## src/shared/ocf_cfg.svh

```systemverilog
`ifndef OCF_CFG_SVH
`define OCF_CFG_SVH

// ----------------------------------------------------------------------------
// command codes
// ----------------------------------------------------------------------------
`define OCF_CODE_TIMING_CFG   8'hC8
`define OCF_CODE_RESPONSE_CFG 8'hCA

// ----------------------------------------------------------------------------
// reset values
// ----------------------------------------------------------------------------
`define OCF_RESPONSE_RST      8'h00
`define OCF_TIMING_RST        8'h00
`define OCF_UNMAPPED_RDATA    8'h00

// ----------------------------------------------------------------------------
// field positions
// ----------------------------------------------------------------------------
`define OCF_RESP_MSB          7
`define OCF_RESP_LSB          6
`define OCF_RETRY_MSB         5
`define OCF_RETRY_LSB         3
`define OCF_DELAY_MSB         2
`define OCF_DELAY_LSB         0
`define OCF_IUNIT_MSB         3
`define OCF_IUNIT_LSB         2

// ----------------------------------------------------------------------------
// field codes
// ----------------------------------------------------------------------------
`define OCF_RESP_IGNORE       2'h0
`define OCF_RESP_RETRY        2'h3
`define OCF_RETRY_NONE        3'h0
`define OCF_RETRY_FOREVER     3'h7

// ----------------------------------------------------------------------------
// timing
// ----------------------------------------------------------------------------
`define OCF_CLK_HZ            50000000
`define OCF_UNIT_BASE_MS      1
`define OCF_MS_CYCLES         ((`OCF_CLK_HZ / 1000) * `OCF_UNIT_BASE_MS)
`define OCF_UNIT0_MS          9'h001
`define OCF_UNIT1_MS          9'h004
`define OCF_UNIT2_MS          9'h010
`define OCF_UNIT3_MS          9'h100

`endif

```

## src/shared/ocf_pkg.sv

```systemverilog
package ocf_pkg;

  // ----------------------------------------------------------------------------
  // response configuration byte
  // ----------------------------------------------------------------------------
  typedef struct packed {
    logic [1:0] response;
    logic [2:0] retries;
    logic [2:0] delay;
  } ocf_resp_t;

  // ----------------------------------------------------------------------------
  // controller states
  // ----------------------------------------------------------------------------
  typedef enum logic [4:0] {
    OCF_IDLE    = 5'h01,
    OCF_RUN     = 5'h02,
    OCF_LIMIT   = 5'h04,
    OCF_WAIT    = 5'h08,
    OCF_LATCHED = 5'h10
  } ocf_state_t;

endpackage : ocf_pkg

```

## src/logic/ocf_unit_tick.sv

```systemverilog
`timescale 1ns/1ps
`include "ocf_cfg.svh"

module ocf_unit_tick #(
  parameter int MS_CYCLES = `OCF_MS_CYCLES
) (
  input  wire logic       clk,
  input  wire logic       nrst,
  input  wire logic       restart,
  input  wire logic [1:0] unit_sel,
  output logic            unit_tick
);

  localparam int MSW = $clog2(MS_CYCLES);

  generate
    if (MS_CYCLES < 2) begin : g_chk
      $error("ocf_unit_tick: MS_CYCLES must be at least 2");
    end
  endgenerate

  logic [MSW-1:0] ms_cnt_r;
  logic [8:0]     ms_in_unit_r;
  logic           ms_tick;
  logic [8:0]     unit_ms;

  // ----------------------------------------------------------------------------
  // time unit length in milliseconds
  // ----------------------------------------------------------------------------
  function automatic logic [8:0] unit_len(input logic [1:0] sel);
    case (sel)
      2'h0:    unit_len = `OCF_UNIT0_MS;
      2'h1:    unit_len = `OCF_UNIT1_MS;
      2'h2:    unit_len = `OCF_UNIT2_MS;
      default: unit_len = `OCF_UNIT3_MS;
    endcase
  endfunction : unit_len

  assign ms_tick = (ms_cnt_r == MSW'(MS_CYCLES - 1));
  assign unit_ms = unit_len(unit_sel);

  // ----------------------------------------------------------------------------
  // millisecond prescaler
  // ----------------------------------------------------------------------------
  always_ff @(posedge clk) begin
    if (!nrst || restart || ms_tick) begin
      ms_cnt_r <= '0;
    end else begin
      ms_cnt_r <= ms_cnt_r + MSW'(1);
    end
  end

  // ----------------------------------------------------------------------------
  // unit counter
  // ----------------------------------------------------------------------------
  always_ff @(posedge clk) begin
    if (!nrst || restart) begin
      ms_in_unit_r <= 9'h000;
      unit_tick    <= 1'b0;
    end else begin
      unit_tick <= 1'b0;
      if (ms_tick) begin
        if (ms_in_unit_r + 9'h001 >= unit_ms) begin
          ms_in_unit_r <= 9'h000;
          unit_tick    <= 1'b1;
        end else begin
          ms_in_unit_r <= ms_in_unit_r + 9'h001;
        end
      end
    end
  end

endmodule : ocf_unit_tick

```

## src/logic/ocf_retry_ctrl.sv

```systemverilog
`timescale 1ns/1ps
`include "ocf_cfg.svh"

module ocf_retry_ctrl
  import ocf_pkg::*;
#(
  parameter int MS_CYCLES = `OCF_MS_CYCLES
) (
  input  wire logic       clk,
  input  wire logic       nrst,
  input  wire logic [7:0] cmd_code,
  input  wire logic       cmd_wr,
  input  wire logic [7:0] cmd_wdata,
  output logic      [7:0] cmd_rdata,
  input  wire logic       clear_faults,
  input  wire logic       operation_on,
  input  wire logic       control_pin,
  input  wire logic       bias_ok,
  input  wire logic       other_fault,
  input  wire logic       oc_detect,
  output logic            output_enable,
  output logic            fast_limit_sel,
  output logic            current_limit_active,
  output logic            oc_fault_status,
  output logic            host_alert,
  output logic      [2:0] attempt_count
);

  ocf_resp_t  resp_cfg_r;
  logic [7:0] timing_cfg_r;
  ocf_state_t state_r;
  ocf_state_t state_nxt;
  logic [1:0] oc_sync_r;
  logic [1:0] ctl_sync_r;
  logic       oc_prev_r;
  logic [7:0] del_cnt_r;
  logic       oc;
  logic       oc_rise;
  logic       run_req;
  logic       unit_tick;
  logic       delay_done;
  logic       restart_tick;
  logic       may_retry;

  // ----------------------------------------------------------------------------
  // delay code to unit count minus one
  // ----------------------------------------------------------------------------
  function automatic logic [7:0] delay_last(input logic [2:0] code);
    delay_last = 8'((9'h001 << code) - 9'h001);
  endfunction : delay_last

  // ----------------------------------------------------------------------------
  // pin synchronisers
  // ----------------------------------------------------------------------------
  always_ff @(posedge clk) begin
    if (!nrst) begin
      oc_sync_r  <= 2'h0;
      ctl_sync_r <= 2'h0;
      oc_prev_r  <= 1'b0;
    end else begin
      oc_sync_r  <= {oc_sync_r[0], oc_detect};
      ctl_sync_r <= {ctl_sync_r[0], control_pin};
      oc_prev_r  <= oc_sync_r[1];
    end
  end

  assign oc      = oc_sync_r[1];
  assign oc_rise = oc && !oc_prev_r;
  assign run_req = operation_on && ctl_sync_r[1] && bias_ok && !other_fault;

  // ----------------------------------------------------------------------------
  // command registers
  // ----------------------------------------------------------------------------
  always_ff @(posedge clk) begin
    if (!nrst) begin
      resp_cfg_r   <= ocf_resp_t'(`OCF_RESPONSE_RST);
      timing_cfg_r <= `OCF_TIMING_RST;
    end else if (cmd_wr) begin
      if (cmd_code == `OCF_CODE_RESPONSE_CFG) begin
        resp_cfg_r <= ocf_resp_t'(cmd_wdata);
      end
      if (cmd_code == `OCF_CODE_TIMING_CFG) begin
        timing_cfg_r <= cmd_wdata;
      end
    end
  end

  always_ff @(posedge clk) begin
    if (!nrst) begin
      cmd_rdata <= `OCF_UNMAPPED_RDATA;
    end else begin
      case (cmd_code)
        `OCF_CODE_RESPONSE_CFG: cmd_rdata <= resp_cfg_r;
        `OCF_CODE_TIMING_CFG:   cmd_rdata <= timing_cfg_r;
        default:                cmd_rdata <= `OCF_UNMAPPED_RDATA;
      endcase
    end
  end

  // ----------------------------------------------------------------------------
  // delay timer
  // ----------------------------------------------------------------------------
  assign restart_tick = (state_nxt != state_r);

  ocf_unit_tick #(
    .MS_CYCLES (MS_CYCLES)
  ) u_tick (
    .clk       (clk),
    .nrst      (nrst),
    .restart   (restart_tick),
    .unit_sel  (timing_cfg_r[`OCF_IUNIT_MSB:`OCF_IUNIT_LSB]),
    .unit_tick (unit_tick)
  );

  assign delay_done = unit_tick && (del_cnt_r == delay_last(resp_cfg_r.delay));

  always_ff @(posedge clk) begin
    if (!nrst || restart_tick) begin
      del_cnt_r <= 8'h00;
    end else if (unit_tick) begin
      del_cnt_r <= del_cnt_r + 8'h01;
    end
  end

  assign may_retry = (resp_cfg_r.retries == `OCF_RETRY_FOREVER) ||
                     (attempt_count < resp_cfg_r.retries);

  // ----------------------------------------------------------------------------
  // response state machine
  // ----------------------------------------------------------------------------
  always_comb begin
    state_nxt = state_r;
    case (state_r)
      OCF_IDLE: begin
        if (run_req) begin
          state_nxt = OCF_RUN;
        end
      end
      OCF_RUN: begin
        if (oc && resp_cfg_r.response == `OCF_RESP_RETRY) begin
          state_nxt = OCF_LIMIT;
        end
      end
      OCF_LIMIT: begin
        if (!oc) begin
          state_nxt = OCF_RUN;
        end else if (delay_done) begin
          if (resp_cfg_r.retries == `OCF_RETRY_NONE) begin
            state_nxt = OCF_LATCHED;
          end else if (may_retry) begin
            state_nxt = OCF_WAIT;
          end else begin
            state_nxt = OCF_LATCHED;
          end
        end
      end
      OCF_WAIT: begin
        if (delay_done) begin
          state_nxt = OCF_RUN;
        end
      end
      OCF_LATCHED: begin
        if (clear_faults) begin
          state_nxt = OCF_IDLE;
        end
      end
      default: state_nxt = OCF_IDLE;
    endcase
    if (!run_req) begin
      state_nxt = OCF_IDLE;
    end
  end

  always_ff @(posedge clk) begin
    if (!nrst) begin
      state_r <= OCF_IDLE;
    end else begin
      state_r <= state_nxt;
    end
  end

  // ----------------------------------------------------------------------------
  // attempt counter
  // ----------------------------------------------------------------------------
  always_ff @(posedge clk) begin
    if (!nrst || !run_req || clear_faults) begin
      attempt_count <= 3'h0;
    end else if (state_r == OCF_WAIT && state_nxt == OCF_RUN &&
                 attempt_count != 3'h7) begin
      attempt_count <= attempt_count + 3'h1;
    end
  end

  // ----------------------------------------------------------------------------
  // power stage outputs
  // ----------------------------------------------------------------------------
  always_ff @(posedge clk) begin
    if (!nrst) begin
      output_enable        <= 1'b0;
      fast_limit_sel       <= 1'b0;
      current_limit_active <= 1'b0;
    end else begin
      output_enable        <= (state_nxt == OCF_RUN) || (state_nxt == OCF_LIMIT);
      fast_limit_sel       <= (resp_cfg_r.response == `OCF_RESP_RETRY);
      current_limit_active <= oc && ((state_nxt == OCF_RUN) ||
                                     (state_nxt == OCF_LIMIT));
    end
  end

  // ----------------------------------------------------------------------------
  // status and notification, set wins over clear
  // ----------------------------------------------------------------------------
  always_ff @(posedge clk) begin
    if (!nrst) begin
      oc_fault_status <= 1'b0;
      host_alert      <= 1'b0;
    end else if (oc_rise) begin
      oc_fault_status <= 1'b1;
      host_alert      <= 1'b1;
    end else if (clear_faults) begin
      oc_fault_status <= 1'b0;
      host_alert      <= 1'b0;
    end
  end

endmodule : ocf_retry_ctrl

```

## config.mk

```make
export PLATFORM = sky130hd
export DESIGN_NAME = ocf_retry_ctrl
export DESIGN_NICKNAME = d
export VERILOG_FILES = /design/src/shared/ocf_pkg.sv /design/src/logic/ocf_unit_tick.sv /design/src/logic/ocf_retry_ctrl.sv
export VERILOG_INCLUDE_DIRS = /design/src /design/src/shared
export SDC_FILE = /design/constraint.sdc
export NUM_CORES = 1
export LEC_CHECK = 0
export BUFFER_PORTS_ARGS = -buffer_cell sky130_fd_sc_hd__buf_2
export CAP_MARGIN = 20
export CELL_PAD_IN_SITES_DETAIL_PLACEMENT = 0
export CELL_PAD_IN_SITES_GLOBAL_PLACEMENT = 1
export CORE_MARGIN = 4
export CORE_UTILIZATION = 50
export DETAILED_ROUTE_END_ITERATION = 8
export PLACE_DENSITY_LB_ADDON = 0.1
export SETUP_SLACK_MARGIN = 0.5
export SLEW_MARGIN = 20
export SYNTH_ARGS = -nofsm -noshare
export SYNTH_HDL_FRONTEND = slang
export SYNTH_SLANG_ARGS = --single-unit
export TNS_END_PERCENT = 20
```

## constraint.sdc

```tcl
create_clock -name clk -period 3.95 [get_ports clk]
set_input_delay 0.5925 -clock clk [delete_from_list [all_inputs] [get_ports clk]]
set_output_delay 0.5925 -clock clk [all_outputs]
set_load 0.005 [all_outputs]
```

# After elaboration in Yosys (flattened, before gate mapping)
# Index checks and enable logic that the tools add are counted.
[word_totals] regBits=75 wordCells=84
[classes] add_sub_neg=5 n_lt_le_gt_ge=2 n_eq_ne=17 shifts=1 muxes=15 bitwise=1 n_reduce_logical=25
[ops] cell="5-bit two-way mux" n=8
[ops] cell="9-bit case mux with 3 select lines" n=1
[ops] cell="5-bit case mux with 5 select lines" n=1
[ops] cell="16-bit by 1-bit adder with 16-bit output (second input constant)" n=1
[ops] cell="16-bit == test (second input constant)" n=1
[ops] cell="8-bit == test (second input constant)" n=2
[ops] cell="8-bit case mux with 2 select lines" n=1
[ops] cell="5-bit by 2-bit == test with 1-bit output (second input constant)" n=2
[ops] cell="5-bit by 3-bit == test with 1-bit output (second input constant)" n=2
[ops] cell="9-bit by 1-bit adder with 9-bit output (second input constant)" n=1
[ops] cell="9-bit greater-or-equal comparator" n=1
[ops] cell="1-bit logical AND" n=9
[ops] cell="9-bit two-way mux" n=1
[ops] cell="8-bit by 1-bit adder with 8-bit output (second input constant)" n=1
[ops] cell="8-bit == test" n=1
[ops] cell="1-bit by 3-bit << shifter with 8-bit output (first input constant)" n=1
[ops] cell="8-bit by 1-bit subtractor with 8-bit output (second input constant)" n=1
[ops] cell="1-bit logical OR" n=6
[ops] cell="5-bit by 1-bit == test with 1-bit output (second input constant)" n=1
[ops] cell="5-bit by 4-bit == test with 1-bit output (second input constant)" n=1
[ops] cell="5-bit == test (second input constant)" n=1
[ops] cell="5-bit inequality test" n=1
[ops] cell="2-bit == test (second input constant)" n=2
[ops] cell="1-bit logical NOT" n=4
[ops] cell="12 further kinds" n=15

# Longest topological paths before layout
[depth] ltp_word=11 mapped_depth=12 ltp_nobuf=11

# Modules after synthesis
# From an unflattened synthesis, not the netlist that was laid out.
[unflattened] hier_cells=452 area_unflattened_um2=3916.3
[modules_own_cells] mod="ocf_retry_ctrl" instances=1 cells_per_inst=281 area_each_um2=2502.4
[modules_own_cells] mod="ocf_unit_tick" instances=1 cells_per_inst=171 area_each_um2=1413.9

# Worst setup path after synthesis
# No wires, ideal clock.
[synth_timing] path_type="register -> register" start="register resp_cfg_r[0] (netlist bit)" end="register del_cnt_r[0]" setup_ns=0.103 t_arrival_ns=2.600 setup_slack_ns=1.247 path_stages_with_launch=12 period_less_slack_ns=2.703 cell_sequence="dfxtp_1 buf_6 or3_1 ha_1 nand2b_1 o22ai_1 a221o_1 nand4_4 mux2i_4 nand2_4 buf_6 a2111oi_2"
[synth_via] elab_chain_cells=10
[synth_lines] item="start, declared" line="ocf_retry_ctrl.sv:29" text="ocf_resp_t resp_cfg_r;"
[synth_lines] item="start signal, assigned" line="ocf_retry_ctrl.sv:76" text="resp_cfg_r <= ocf_resp_t'(`OCF_RESPONSE_RST);"
[synth_lines] item="start signal, assigned" line="ocf_retry_ctrl.sv:80" text="resp_cfg_r <= ocf_resp_t'(cmd_wdata);"
[synth_lines] item="1-bit by 3-bit << shifter with 8-bit output (*)" line="ocf_retry_ctrl.sv:49" text="delay_last = 8'((9'h001 << code) - 9'h001);"
[synth_lines] item="8-bit by 1-bit subtractor with 8-bit output (*)" line="ocf_retry_ctrl.sv:49"
[synth_lines] item="8-bit == test (*)" line="ocf_retry_ctrl.sv:115" text="assign delay_done = unit_tick && (del_cnt_r == delay_last(resp_cfg_r.delay));"
[synth_lines] item="1-bit logical AND (*)" line="ocf_retry_ctrl.sv:115"
[synth_lines] item="5-bit two-way mux" line="ocf_retry_ctrl.sv:147" text="end else if (delay_done) begin"
[synth_lines] item="5-bit two-way mux" line="ocf_retry_ctrl.sv:145" text="if (!oc) begin"
[synth_lines] item="5-bit case mux with 5 select lines (*)" line="ocf_retry_ctrl.sv:133" text="case (state_r)"
[synth_lines] item="5-bit two-way mux (*)" line="ocf_retry_ctrl.sv:169" text="if (!run_req) begin"
[synth_lines] item="5-bit inequality test (*)" line="ocf_retry_ctrl.sv:103" text="assign restart_tick = (state_nxt != state_r);"
[synth_lines] item="1-bit logical OR (*)" line="ocf_retry_ctrl.sv:118" text="if (!nrst || restart_tick) begin"
[synth_lines] item="end signal, assigned" line="ocf_retry_ctrl.sv:121" text="del_cnt_r <= del_cnt_r + 8'h01;"
[synth_lines] item="end, declared" line="ocf_retry_ctrl.sv:36" text="logic [7:0] del_cnt_r;"
# Mark *: on every way between the ends. The rest lies on a longest branch, timed or not.
# A chain may end at the register's enable or synchronous reset.

# Worst setup path in the final report
[layout_timing] start="register resp_cfg_r[1] (netlist bit)" end="register del_cnt_r[6]"
# The elaborated chain is that of the path after synthesis.

==> impl_metrics.csv <==
group,metric,value,unit
synthesis,ys_warn_count,0,
floorplan,row_count,33,
cts,clkLatencyLatePin,0.35,ns
setup_path,path_buf_inv,0,
cts,cts-resized-gates,0,
synthesis,synth_top_area_frac,0.354,
cts,path_clk_slew,0.08,ns
synthesis,synth_edf_count,0,
timing,fin_ws,0.811,ns
grt,antenna_found_initial,0,
flow_run,cap_violations,0,
timing,min_period,3.14,ns
timing,max_slew.worst_pin.slew,0.651,ns
cts,clk_path_buf_depth,2,
power_and_ir_drop,p_leak,0.00170,uW
layout,synthToLayoutAreaGrowth,9.50,%
power_and_ir_drop,swShare,0.238,
setup_path,start_kind,"register",
detailed_routing,first_pass_iters,4,
layout,antennaDiodeCount,0,
detailed_routing,drt_wl_total,8570,um
floorplan,coreArea,0.00822,mm2
setup_path,crit_chain,"or3_1 > ha_1 > nand2b_1 > o22ai_1 > a221o_1 > nand4_4 > mux2i_4 > nand2_4 > a2111oi_0",
synthesis,ys_seq_elements,75,
detailed_routing,vias,3193,
timing,maxSlewHeadroom,0.564,
synthesis,syn_inst,437,
setup_path,required,4.17,ns
timing,setup_violations,0,
grt,grt_pass1_vias,3091,
floorplan,die-area,0.0100,mm2
layout,post-route-util,0.565,
synthesis,synth_nets,474,
power_and_ir_drop,powerDensity,306,mW/mm2
timing,rsz0062_at_grt,"false",
synthesis,synthArstFlopShare,0,
layout,mostFrequentLayoutCells,"dfxtp_1, buf_2, nor2_1",
setup_path,cpLargestDelayFamily,"simple AND/OR/NAND/NOR gates",
synthesis,synth_flop_cell,"dfxtp_1",
setup_path,crit_slowest_cell,"a2111oi_0",
timing,fin_setup_tns,0,ns
layout,layout.nets,498,
grt,grt_usage,0.177,
power_and_ir_drop,power.total,1420,uW
layout,drive_gt1_frac,0.232,
grt,grt_max_degree,35,
placed_design,hpwl,5950,um
detailed_routing,dr.first_iter.drc_count,89,
setup_path,crit_type,"reg2reg",
power_and_ir_drop,p_int,1080,uW
power_and_ir_drop,clkPwrFrac,0.423,
detailed_routing,vias_per_cell,5.59,
cts,hold_buffers,0,
synthesis,yosysSeqAreaShare,0.354,
detailed_routing,ant_nets,0,
timing,slew_viol_final,0,
placed_design,pre_cts_slack,0.767,ns
synthesis,yosys.area.top_type,"dfxtp_1",
cts,cts_buffers,9,
setup_path,crit_path_max_fanout,34,
timing,final-hold-violation-count,0,
setup_path,end_kind,"register",
placed_design,port_buffers,40,
floorplan,die_y,100,um
timing,clock_skew,0.0136,ns
cts,postCtsSetupBuffers,0,
power_and_ir_drop,seq_power_share,0.539,
setup_path,slowest_delay,0.51,ns
worst_hold_path,min_path_type,"reg2reg",
synthesis,ys_types,64,
cts,root_buffer,"clkbuf_8",
power_and_ir_drop,switchingPower,338,uW
grt,grt_pass1_wl,14600,um
synthesis,syn-cell-area,0.00424,mm2
cts,cts_tree,"yes",
synthesis,synth.avg_cell_area,9.70,um2
synthesis,synthTopCellsByArea,"dfxtp_1, a2111oi_2, mux2i_1",
cts,cts_sinks,75,
detailed_routing,wl_per_cell,15.0,um
setup_path,arrival,3.36,ns
floorplan,ios,41,
outcome,outcome,"finished clean",
grt,grt.overflow.total,0,
cts,ctsHtreeMaxLevel,3,
timing,fin_crit_sh,0.795,
floorplan,die_w,100,um
layout,final_area,0.00464,mm2
power_and_ir_drop,comb_power_share,0.039,
detailed_routing,drcViolationCount,0,
layout,final_common_cell,"dfxtp_1",
floorplan,start_util,0.516,
placed_design,placed_area,0.00444,mm2
placed_design,gp_congestion,0.832,
power_and_ir_drop,peakVddDrop,0.223,mV
timing,fmaxAchievable,319,MHz
## worst register-to-register path, delay by kind of cell (launching register included)
kind	cells	cell delay, ns
AOI/OAI and AO/OA	3	0.99
adders and majority gates	1	0.31
and+or+nand+nor	4	0.99
muxes	1	0.31
DFF	1	0.43
## power by group through the flow
stage / Sequential [uW] / Combinational, uW / Clock [uW]
after global routing: 767 / 61.3 / 652
after floorplan: 782 / 36.6 / 0
after CTS: 766 / 55.6 / 619
final: 766 / 55.1 / 601
after detailed placement: 784 / 55.5 / 0
after global placement: 783 / 55.1 / 0
## through the flow
step	cells	hold WS [ns]
finish	571	0.445
global route	571	0.448
CTS	571	0.444
detailed placement	555	0.430
global placement	555	0.417
floorplan	437	0.412
## worst paths after layout
| check | depth (start not counted) | slack [ns] | end | from |
|---|---|---|---|---|
| setup / recovery | 9 | 0.81 | del_cnt_r[6] | resp_cfg_r[1] |
| hold / removal | 1 | 0.44 | ctl_sync_r[1] | ctl_sync_r[0] |
| setup reg to reg | 9 | 0.81 | del_cnt_r[6] | resp_cfg_r[1] |
| hold reg to reg | 1 | 0.44 | ctl_sync_r[1] | ctl_sync_r[0] |
## flip-flops by register name, summed over array words and instances (netlist names)
| name | flops |
|---|---|
| attempt_count | 3 |
| cmd_rdata | 8 |
| ctl_sync_r | 2 |
| current_limit_active | 1 |
| del_cnt_r | 8 |
| fast_limit_sel | 1 |
| host_alert | 1 |
| oc_prev_r | 1 |
| oc_sync_r | 2 |
| output_enable | 1 |
| resp_cfg_r | 8 |
| state_r | 5 |
| timing_cfg_r | 8 |
| u_tick.ms_cnt_r | 16 |
| u_tick.ms_in_unit_r | 9 |
| u_tick.unit_tick | 1 |
## cells in the mapped netlist, types with 2 or more instances
library cell   n
o31ai_1        2
nand2_1       32
nand3_1       12
buf_6          5
nor3_1         8
nor3b_1        2
o21a_1         2
dfxtp_1       75
o21ai_0        4
a22oi_1        7
or3_1          3
nand4b_1       2
o22ai_1        3
or2_2          3
buf_2          7
or4_1          3
inv_1         12
a21oi_1       11
a2111oi_0      4
nor2_1        35
nor2b_1       21
and2_1         7
mux2i_1       31
buf_4          2
and3_1         8
ha_1          12
nand4_1        7
clkbuf_1      15
a211oi_1       2
xor2_1        11
a2111oi_2     29
nand3b_1       2
a31oi_1        3
xnor2_1       21
clkbuf_2       2
nand2b_1       4
## per-layer routing
layer / track usage / up-vias / wire length (um)
met4: 0.0342 / 0 / 55
met3: 0.0396 / 4 / 208
li1: - / 1637 / -
met2: 0.296 / 35 / 4130
met1: 0.237 / 1517 / 4170
met5: 0 / - / 0
## kinds of logic (layout without fill, tap and decap cells)
| kind of cell | Yosys count | count (layout) | share of synthesized area |
|---|---|---|---|
| adders and majority gates | 12 | 12 | 0.0354 |
| AOI/OAI and AO/OA | 82 | 82 | 0.201 |
| and+or+nand+nor | 159 | 159 | 0.206 |
| DFF | 75 | 75 | 0.354 |
| muxes | 32 | 32 | 0.0785 |
| buffers and inverters | 43 | 72 | 0.0514 |
| xor gates and xnor gates | 34 | 34 | 0.0738 |
## layout make-up
cell class / instances / area (um2)
Fill cell: 763 / 3570
Multi-Input combinational cell: 319 / 2530
Sequential cell: 75 / 1500
Timing Repair Buffer: 44 / 230
Tap cell: 105 / 131
Clock buffer: 10 / 128
Clock inverter: 6 / 72.6
Inverter: 12 / 45.0
Note: power is estimated with default switching activity, not from simulation.
